--- src/ptb_defs.svh ---
// register offsets, field positions, reset values and the maximum count value for the time-base counter
`ifndef PTB_DEFS_SVH
`define PTB_DEFS_SVH

// ==========================================================================
// register byte offsets
`define PTB_OFS_CONTROL    12'h000
`define PTB_OFS_STATUS     12'h004
`define PTB_OFS_PHASE      12'h008
`define PTB_OFS_COUNT      12'h00C
`define PTB_OFS_PERIOD     12'h010
`define PTB_OFS_GATE       12'h014

// ==========================================================================
// control register fields
`define PTB_CTL_MODE_LSB   0
`define PTB_CTL_MODE_MSB   1
`define PTB_CTL_PHEN_BIT   2
`define PTB_CTL_PERIOD_LOAD_SELECT_BIT  3
`define PTB_CTL_SWSYNC_BIT 6
`define PTB_CTL_SYNCO_BIT  7
`define PTB_CTL_PSC_LSB    8
`define PTB_CTL_PSC_MSB    15
`define PTB_CTL_DIR_BIT    5

// ==========================================================================
// status register fields
`define PTB_STS_DIR_BIT    0
`define PTB_STS_MAX_BIT    1
`define PTB_STS_ZERO_BIT   2
`define PTB_STS_PRD_BIT    3

// ==========================================================================
// reset values
`define PTB_CTL_RESET      32'h0000_0003
`define PTB_PERIOD_RESET   16'h0000
`define PTB_PHASE_RESET    16'h0000
`define PTB_COUNT_MAX      16'hFFFF

`endif

--- src/ptb_pkg.sv ---
// types shared by the time-base counter files
package ptb_pkg;

	// ==========================================================================
	// count modes
	typedef enum logic [1:0] {
		PTB_MODE_UP     = 2'b00,
		PTB_MODE_DOWN   = 2'b01,
		PTB_MODE_UPDOWN = 2'b10,
		PTB_MODE_FREEZE = 2'b11
	} ptb_mode_t;

endpackage

--- src/ptb_prescaler.sv ---
// prescaler giving one time-base tick per programmed value plus one system clocks
`timescale 1ns/1ps
module ptb_prescaler #(
	parameter int WIDTH = 8
) (
	input  wire logic             clk,
	input  wire logic             rst_n,
	input  wire logic             run,
	input  wire logic [WIDTH-1:0] divide_minus_one,
	output logic                  tick
);
	import ptb_pkg::*;

	logic [WIDTH-1:0] div_count;
	logic [WIDTH-1:0] next_div_count;
	wire              wrap = (div_count >= divide_minus_one);

	// ==========================================================================
	// divider, held at zero while the gate is closed so edges align on start
	assign next_div_count = !run ? {WIDTH{1'b0}} : (wrap ? {WIDTH{1'b0}} : div_count + 1'b1);
	assign tick           = run && wrap;

	always_ff @(posedge clk or negedge rst_n) begin
		if (!rst_n) begin
			div_count <= '0;
		end else begin
			div_count <= next_div_count;
		end
	end

endmodule

--- src/ptb_timebase.sv ---
// time-base counter with period shadow, phase sync and apb register access
//
// ==========================================================================
// Overview of operation
// - up-down counts zero to period and back
// - up mode counts zero to period, wraps
// - down mode counts period to zero, reloads
// - frozen mode holds counter value unless a phase sync loads it
// - load select zero routes period to shadow
// - shadow period copied to active at zero
// - shadow mode enabled after reset
// - load select one routes period to active
// - sync loads phase on next tick
// - software sync ORed with sync input
// - up-down sync sets direction, one means up
// - direction setting ignored outside up-down
// - phase disabled ignores sync, still passes through
// - one sync input and one sync output
// - gate low stops clocks, high starts aligned
// - each step takes one time-base period
// - direction output high counting up
// - zero and period events on equality
// - maximum value flagged as status only
`timescale 1ns/1ps
`include "ptb_defs.svh"
module ptb_timebase #(
	parameter int CNT_WIDTH = 16,
	parameter int PSC_WIDTH = 8
) (
	input  wire logic                 clk,
	input  wire logic                 rst_n,
	input  wire logic                 psel,
	input  wire logic                 penable,
	input  wire logic                 pwrite,
	input  wire logic [11:0]          paddr,
	input  wire logic [31:0]          pwdata,
	output logic      [31:0]          prdata,
	output logic                      pready,
	output logic                      pslverr,
	input  wire logic                 sync_in,
	output logic                      sync_out,
	output logic      [CNT_WIDTH-1:0] count_value,
	output logic                      count_direction,
	output logic                      count_at_max,
	output logic                      event_zero,
	output logic                      event_period,
	output logic                      timebase_tick
);
	import ptb_pkg::*;

	// ==========================================================================
	// state
	ptb_mode_t            mode;
	logic                 phase_load_enable;
	logic                 period_load_select;
	logic                 sync_direction;
	logic                 sync_out_enable;
	logic [PSC_WIDTH-1:0] prescale;
	logic                 global_clock_gate;
	logic [CNT_WIDTH-1:0] phase_register;
	logic [CNT_WIDTH-1:0] period_active;
	logic [CNT_WIDTH-1:0] period_shadow;
	logic                 sync_pending;
	logic                 count_up;
	logic                 max_seen;

	// ==========================================================================
	// apb decode
	wire access    = psel && penable;
	wire wr        = access && pwrite;
	wire sel_ctl   = (paddr == `PTB_OFS_CONTROL);
	wire sel_sts   = (paddr == `PTB_OFS_STATUS);
	wire sel_phs   = (paddr == `PTB_OFS_PHASE);
	wire sel_cnt   = (paddr == `PTB_OFS_COUNT);
	wire sel_prd   = (paddr == `PTB_OFS_PERIOD);
	wire sel_gate  = (paddr == `PTB_OFS_GATE);
	wire mapped    = sel_ctl | sel_sts | sel_phs | sel_cnt | sel_prd | sel_gate;
	wire wr_ctl    = wr && sel_ctl;
	wire wr_phs    = wr && sel_phs;
	wire wr_cnt    = wr && sel_cnt;
	wire wr_prd    = wr && sel_prd;
	wire wr_gate   = wr && sel_gate;
	wire wr_sts    = wr && sel_sts;
	wire sw_sync   = wr_ctl && pwdata[`PTB_CTL_SWSYNC_BIT];

	assign pready  = 1'b1;
	assign pslverr = access && !mapped;

	// ==========================================================================
	// sync path
	wire sync_event = sync_in || sw_sync;
	assign sync_out = sync_out_enable && sync_event;

	// ==========================================================================
	// prescaler
	wire tick;
	ptb_prescaler #(
		.WIDTH            (PSC_WIDTH)
	) u_prescaler (
		.clk              (clk),
		.rst_n            (rst_n),
		.run              (global_clock_gate),
		.divide_minus_one (prescale),
		.tick             (tick)
	);
	assign timebase_tick = tick;

	// ==========================================================================
	// counter next-state
	wire at_zero   = (count_value == '0);
	wire at_period = (count_value == period_active);
	wire do_sync   = (sync_pending || sync_event) && phase_load_enable;

	logic [CNT_WIDTH-1:0] next_count;
	logic                 next_up;

	always_comb begin
		next_count = count_value;
		next_up    = count_up;
		if (do_sync) begin
			next_count = phase_register;
			if (mode == PTB_MODE_UPDOWN) begin
				next_up = sync_direction;
			end else begin
				next_up = (mode != PTB_MODE_DOWN);
			end
		end else begin
			case (mode)
				PTB_MODE_UP: begin
					next_up    = 1'b1;
					next_count = at_period ? '0 : count_value + 1'b1;
				end
				PTB_MODE_DOWN: begin
					next_up    = 1'b0;
					next_count = at_zero ? period_active : count_value - 1'b1;
				end
				PTB_MODE_UPDOWN: begin
					if (count_up) begin
						if (at_period) begin
							next_up    = at_zero;
							next_count = at_zero ? count_value : count_value - 1'b1;
						end else begin
							next_count = count_value + 1'b1;
						end
					end else begin
						if (at_zero) begin
							next_up    = 1'b1;
							next_count = at_period ? count_value : count_value + 1'b1;
						end else begin
							next_count = count_value - 1'b1;
						end
					end
				end
				PTB_MODE_FREEZE: begin
					next_count = count_value;
				end
				default: begin
					next_count = count_value;
				end
			endcase
		end
	end

	// ==========================================================================
	// control register
	always_ff @(posedge clk or negedge rst_n) begin
		if (!rst_n) begin
			mode               <= PTB_MODE_FREEZE;
			phase_load_enable  <= 1'b0;
			period_load_select <= 1'b0;
			sync_direction     <= 1'b0;
			sync_out_enable    <= 1'b0;
			prescale           <= '0;
		end else if (wr_ctl) begin
			mode               <= ptb_mode_t'(pwdata[`PTB_CTL_MODE_MSB:`PTB_CTL_MODE_LSB]);
			phase_load_enable  <= pwdata[`PTB_CTL_PHEN_BIT];
			period_load_select <= pwdata[`PTB_CTL_PERIOD_LOAD_SELECT_BIT];
			sync_direction     <= pwdata[`PTB_CTL_DIR_BIT];
			sync_out_enable    <= pwdata[`PTB_CTL_SYNCO_BIT];
			prescale           <= pwdata[`PTB_CTL_PSC_MSB:`PTB_CTL_PSC_LSB];
		end
	end

	// ==========================================================================
	// gate, phase
	always_ff @(posedge clk or negedge rst_n) begin
		if (!rst_n) begin
			global_clock_gate <= 1'b0;
			phase_register    <= `PTB_PHASE_RESET;
		end else begin
			if (wr_gate) begin
				global_clock_gate <= pwdata[0];
			end
			if (wr_phs) begin
				phase_register <= pwdata[CNT_WIDTH-1:0];
			end
		end
	end

	// ==========================================================================
	// period active and shadow
	wire load_shadow = tick && at_zero && !period_load_select;

	always_ff @(posedge clk or negedge rst_n) begin
		if (!rst_n) begin
			period_shadow <= `PTB_PERIOD_RESET;
			period_active <= `PTB_PERIOD_RESET;
		end else begin
			if (wr_prd && !period_load_select) begin
				period_shadow <= pwdata[CNT_WIDTH-1:0];
			end
			if (wr_prd && period_load_select) begin
				period_active <= pwdata[CNT_WIDTH-1:0];
			end else if (load_shadow) begin
				period_active <= period_shadow;
			end
		end
	end

	// ==========================================================================
	// counter, sync hold until next tick, max flag
	always_ff @(posedge clk or negedge rst_n) begin
		if (!rst_n) begin
			count_value  <= '0;
			count_up     <= 1'b1;
			sync_pending <= 1'b0;
			max_seen     <= 1'b0;
		end else begin
			if (wr_cnt) begin
				count_value <= pwdata[CNT_WIDTH-1:0];
			end else if (tick) begin
				count_value <= next_count;
				count_up    <= next_up;
			end
			if (tick) begin
				sync_pending <= 1'b0;
			end else if (sync_event && phase_load_enable) begin
				sync_pending <= 1'b1;
			end
			if (count_value == `PTB_COUNT_MAX) begin
				max_seen <= 1'b1;
			end else if (wr_sts && pwdata[`PTB_STS_MAX_BIT]) begin
				max_seen <= 1'b0;
			end
		end
	end

	// ==========================================================================
	// status outputs
	assign count_direction = count_up;
	assign count_at_max    = max_seen;
	assign event_zero      = at_zero;
	assign event_period    = at_period;

	// ==========================================================================
	// read mux
	wire [31:0] rd_ctl = {16'h0000, prescale, sync_out_enable, 1'b0, sync_direction, 1'b0,
		period_load_select, phase_load_enable, mode};
	wire [31:0] rd_sts = {28'h0000000, event_period, event_zero, max_seen, count_up};
	wire [CNT_WIDTH-1:0] rd_prd = period_load_select ? period_active : period_shadow;

	always_ff @(posedge clk or negedge rst_n) begin
		if (!rst_n) begin
			prdata <= 32'h0000_0000;
		end else if (psel && !penable && !pwrite) begin
			prdata <= sel_ctl  ? rd_ctl :
			          sel_sts  ? rd_sts :
			          sel_phs  ? {16'h0000, phase_register} :
			          sel_cnt  ? {16'h0000, count_value} :
			          sel_prd  ? {16'h0000, rd_prd} :
			          sel_gate ? {31'h00000000, global_clock_gate} : 32'h0000_0000;
		end
	end

endmodule

--- config.mk ---
export PLATFORM = sky130hd
export DESIGN_NAME = ptb_timebase
export DESIGN_NICKNAME = d
export VERILOG_FILES = /design/src/ptb_pkg.sv /design/src/ptb_prescaler.sv /design/src/ptb_timebase.sv
export VERILOG_INCLUDE_DIRS = /design/src
export SDC_FILE = /design/constraint.sdc
export NUM_CORES = 1
export LEC_CHECK = 0
export BUFFER_PORTS_ARGS = -buffer_cell sky130_fd_sc_hd__clkbuf_2
export CAP_MARGIN = 20
export CELL_PAD_IN_SITES_DETAIL_PLACEMENT = 1
export CELL_PAD_IN_SITES_GLOBAL_PLACEMENT = 1
export CORE_ASPECT_RATIO = 1.1
export CORE_MARGIN = 3
export CORE_UTILIZATION = 25
export DETAILED_ROUTE_END_ITERATION = 6
export GPL_TIMING_DRIVEN = 0
export PLACE_DENSITY_LB_ADDON = 0.12
export SYNTH_ARGS = -nofsm -noshare
export SYNTH_HDL_FRONTEND = slang
export SYNTH_HIERARCHICAL = 1
export SYNTH_SLANG_ARGS = --single-unit
--- constraint.sdc ---
create_clock -name clk -period 6.7 [get_ports clk]
set_input_delay 0.335 -clock clk [delete_from_list [all_inputs] [get_ports clk]]
set_output_delay 0.335 -clock clk [all_outputs]
set_load 0.01 [all_outputs]
==> impl_metrics.tcl <==
set metrics [dict create \
    setup_viol 0 \
    yosys_warnings 6 \
    clock_latency_ps 370 \
    min_to "mode[1]$_DFFE_PN1N_" \
    clock_skew_ps 11.38 \
    place_hpwl_mm 23.50 \
    rsz0062_at_grt "no" \
    synth_area_um2 7189 \
    htreeDepth 3 \
    yosysTopAreaCell "dfrtp_1" \
    finalSetupTns_ps 0 \
    worst_path_largest_cell_delay_ps 870 \
    fmax_mhz 255.0 \
    drt_iter0_drc 334 \
    antenna_left 0 \
    grt_overflow 0 \
    area_growth_syn_to_layout_pct 16.93 \
    grt_pass1_vias 6754 \
    crit_slowest_cell "nor2_1" \
    drcViolationCount 0 \
    placedCellCount 1261 \
    track_usage_pct 19.98 \
    place_congestion 0.9065 \
    finalCritPeriodShare_pct 58.54 \
    grt_max_degree 95 \
    syn_inst 811 \
    hold_viol 0 \
    endpoint_kind "register" \
    path_cells "inv_1, ha_1, o21a_1, a21oi_1, o31ai_1, and2_1, clkbuf_1, o21ai_1, nor2_1, o21ai_0, o21ai_0" \
    hold_ws_ps 293.5 \
    pwr-share-seq_pct 48.9 \
    cp-startpoint "prescale[4]$_DFFE_PN0N_" \
    async_flop_share_pct 100.0 \
    r2r-start "prescale[4]$_DFFE_PN0N_" \
    postSynthAreaPerCell_um2 8.865 \
    reg2reg_depth 11 \
    r2r_slack_ps 2780 \
    worstPathRequired_ps 6980 \
    yosysSeqAreaShare_pct 36.95 \
    root_buffer "clkbuf_16" \
    post-route-min-period_ps 3922 \
    drv_slew 0 \
    internal-power_w 0.0009897 \
    die_area_um2 30830 \
    die_y_um 183.9 \
    synth-seq-cells 106 \
    synth.top_cell.area_share_pct 35.85 \
    leakagePower_nw 3.870 \
    hold_path_startpoint "pwdata[1]" \
    antenna_cells 0 \
    post_drt_wl_per_cell_um 24.04 \
    grt_first_pass_wirelength_mm 46.12 \
    crit_type "reg2reg" \
    maxCapViolCount 0 \
    portBuffers 71 \
    synth_edf_count 0 \
    clock_sinks 106 \
    worst_slew_pin_slew_ps 1059 \
    drive_gt1_share_pct 20.33 \
    crit_top_cell "o21ai_0" \
    post-route-util_pct 29.91 \
    r2r-end "count_value[4]$_DFFE_PN0P_" \
    min_path_cells 3 \
    power_frac_clock_pct 43.5 \
    fin_cells 1278 \
    cts_buffers 9 \
    ys_types 66 \
    hold_class "in2reg" \
    core_um2 28110 \
    synth_common_cells "dfrtp_1 (103), nand2_1 (83), nor2_1 (74)" \
    yosysMostFrequentCell "dfrtp_1" \
    wirelength_mm 30.73 \
    post_cts_resized 0 \
    status "finished, final reports clean" \
    rows 64 \
    cts_buffer_depth 2 \
    power_switching_w 0.0003513 \
    fin_nets 976 \
    die_w_um 167.7 \
    cts_tree "built" \
    relSlewSlack_pct 29.16 \
    pwr-share-comb_pct 7.7 \
    via_per_inst 5.173 \
    start_kind "register" \
    start_util_pct 25.58 \
    synth_ff_type "dfrtp_1" \
    powerDensity_nw_per_um2 159.5 \
    swShare_pct 26.20 \
    vias 6611 \
    antenna_found_initial 0 \
    drt_pass1_iterations 4 \
    worstPathArrival_ps 4200 \
    crit_fanout 8 \
    io-pin-count 106 \
    max-vdd-ir-drop_v 0.00009960 \
    synthTopCellsByArea "dfrtp_1 (36%), mux2_2 (7.0%), mux2i_1 (4.5%), nand2_1 (4.3%), nor2_1 (3.9%)" \
    clkTransAtPathRegs_ps 80 \
]
-- worst max-delay path: cells and delay by family (launching register included) --
kind	cells	cell delay [ps]
fa+ha+maj	1	270
flops	1	420
simple gates	2	1080
buf+inv	2	580
compound gates	6	1480
-- sequential cells by signal (all words and copies together), names as in the netlist --
register	flops
u_prescaler/div_count	8
prdata	16
sync_out_enable	1
sync_direction	1
period_active	16
sync_pending	1
prescale	8
count_at_max	1
count_direction	1
phase_load_enable	1
global_clock_gate	1
phase_register	16
count_value	16
period_shadow	16
period_load_select	1
mode	2
-- area by class of cell --
| class | count | area (um2) |
|---|---|---|
| Multi-Input combinational cell | 623 | 4123 |
| Tap cell | 363 | 454.2 |
| Clock buffer | 11 | 242.7 |
| Buffer | 72 | 372.9 |
| Clock inverter | 5 | 62.56 |
| Timing Repair Buffer | 73 | 401.6 |
| Inverter | 25 | 93.84 |
| Fill cell | 3317 | 19700 |
| Sequential cell | 106 | 2656 |
-- power groups by stage --
stage	Clock [W]	Sequential [W]	Combinational [W]
4_1_cts	0.000598	0.000655	0.000105
2_1_floorplan	0	0.000672	0.0000392
5_1_grt	0.000620	0.000658	0.000114
6_report	0.000583	0.000655	0.000103
3_3_place_gp	0	0.000668	0.000102
3_5_place_dp	0	0.000668	0.000104
-- worst max-delay path by stage --
stage          cells past startpoint                           to
2_1_floorplan                     11  count_value[14]$_DFFE_PN0P_
3_3_place_gp                      11   count_value[4]$_DFFE_PN0P_
3_5_place_dp                      11   count_value[4]$_DFFE_PN0P_
4_1_cts                           11   count_value[4]$_DFFE_PN0P_
5_1_grt                           11   count_value[4]$_DFFE_PN0P_
6_report                          11   count_value[4]$_DFFE_PN0P_
-- kinds of logic after synthesis --
kind of cell	share of synthesized area, %
xor gates and xnor gates	6.213
buffers and inverters	6.491
and+or+nand+nor	18.20
muxes	12.13
adders and majority gates	2.785
AOI/OAI and AO/OA	17.13
other	0.1045
DFF	36.95
-- layer usage --
metal	GRT usage (%)	up-vias	share of wire (%)
li1	-	3075	-
met3	2.237	33	3.2
met1	27.97	3366	48
met2	32.71	137	47
met4	5.794	0	2.0
met5	0	-	0
-- what timing repair did --
action | CTS | global route
hold endpoints to repair | 9 | 0
hold buffers | 1 | 0
buffers inserted | 0 | 0
-- metrics by stage --
step / setup slack, ps / total power, W / instance area, um2
floorplan: 3998 / 0.0007114 / 7246
global placement: 2769 / 0.0007699 / 8055
detailed placement: 2824 / 0.0007720 / 8092
CTS: 2794 / 0.001359 / 8407
global route: 2636 / 0.001392 / 8407
finish: 2778 / 0.001341 / 8407
-- cell usage in the layout, fill, tap and decap left out, drive strengths merged, types with 8 or more instances in the layout --
cell / n
o221ai: 8
a31oi: 23
clkbuf: 112
nor4: 12
nand2: 83
o21a: 12
inv: 25
conb: 17
o22ai: 10
a21oi: 42
nor3: 14
dfrtp: 103
nand3: 35
buf: 43
ha: 16
xor2: 27
xnor2: 24
mux2i: 32
o21ai: 42
mux2: 45
nor2: 74
nand4: 12
Note: power is estimated with default switching activity, not from simulation.
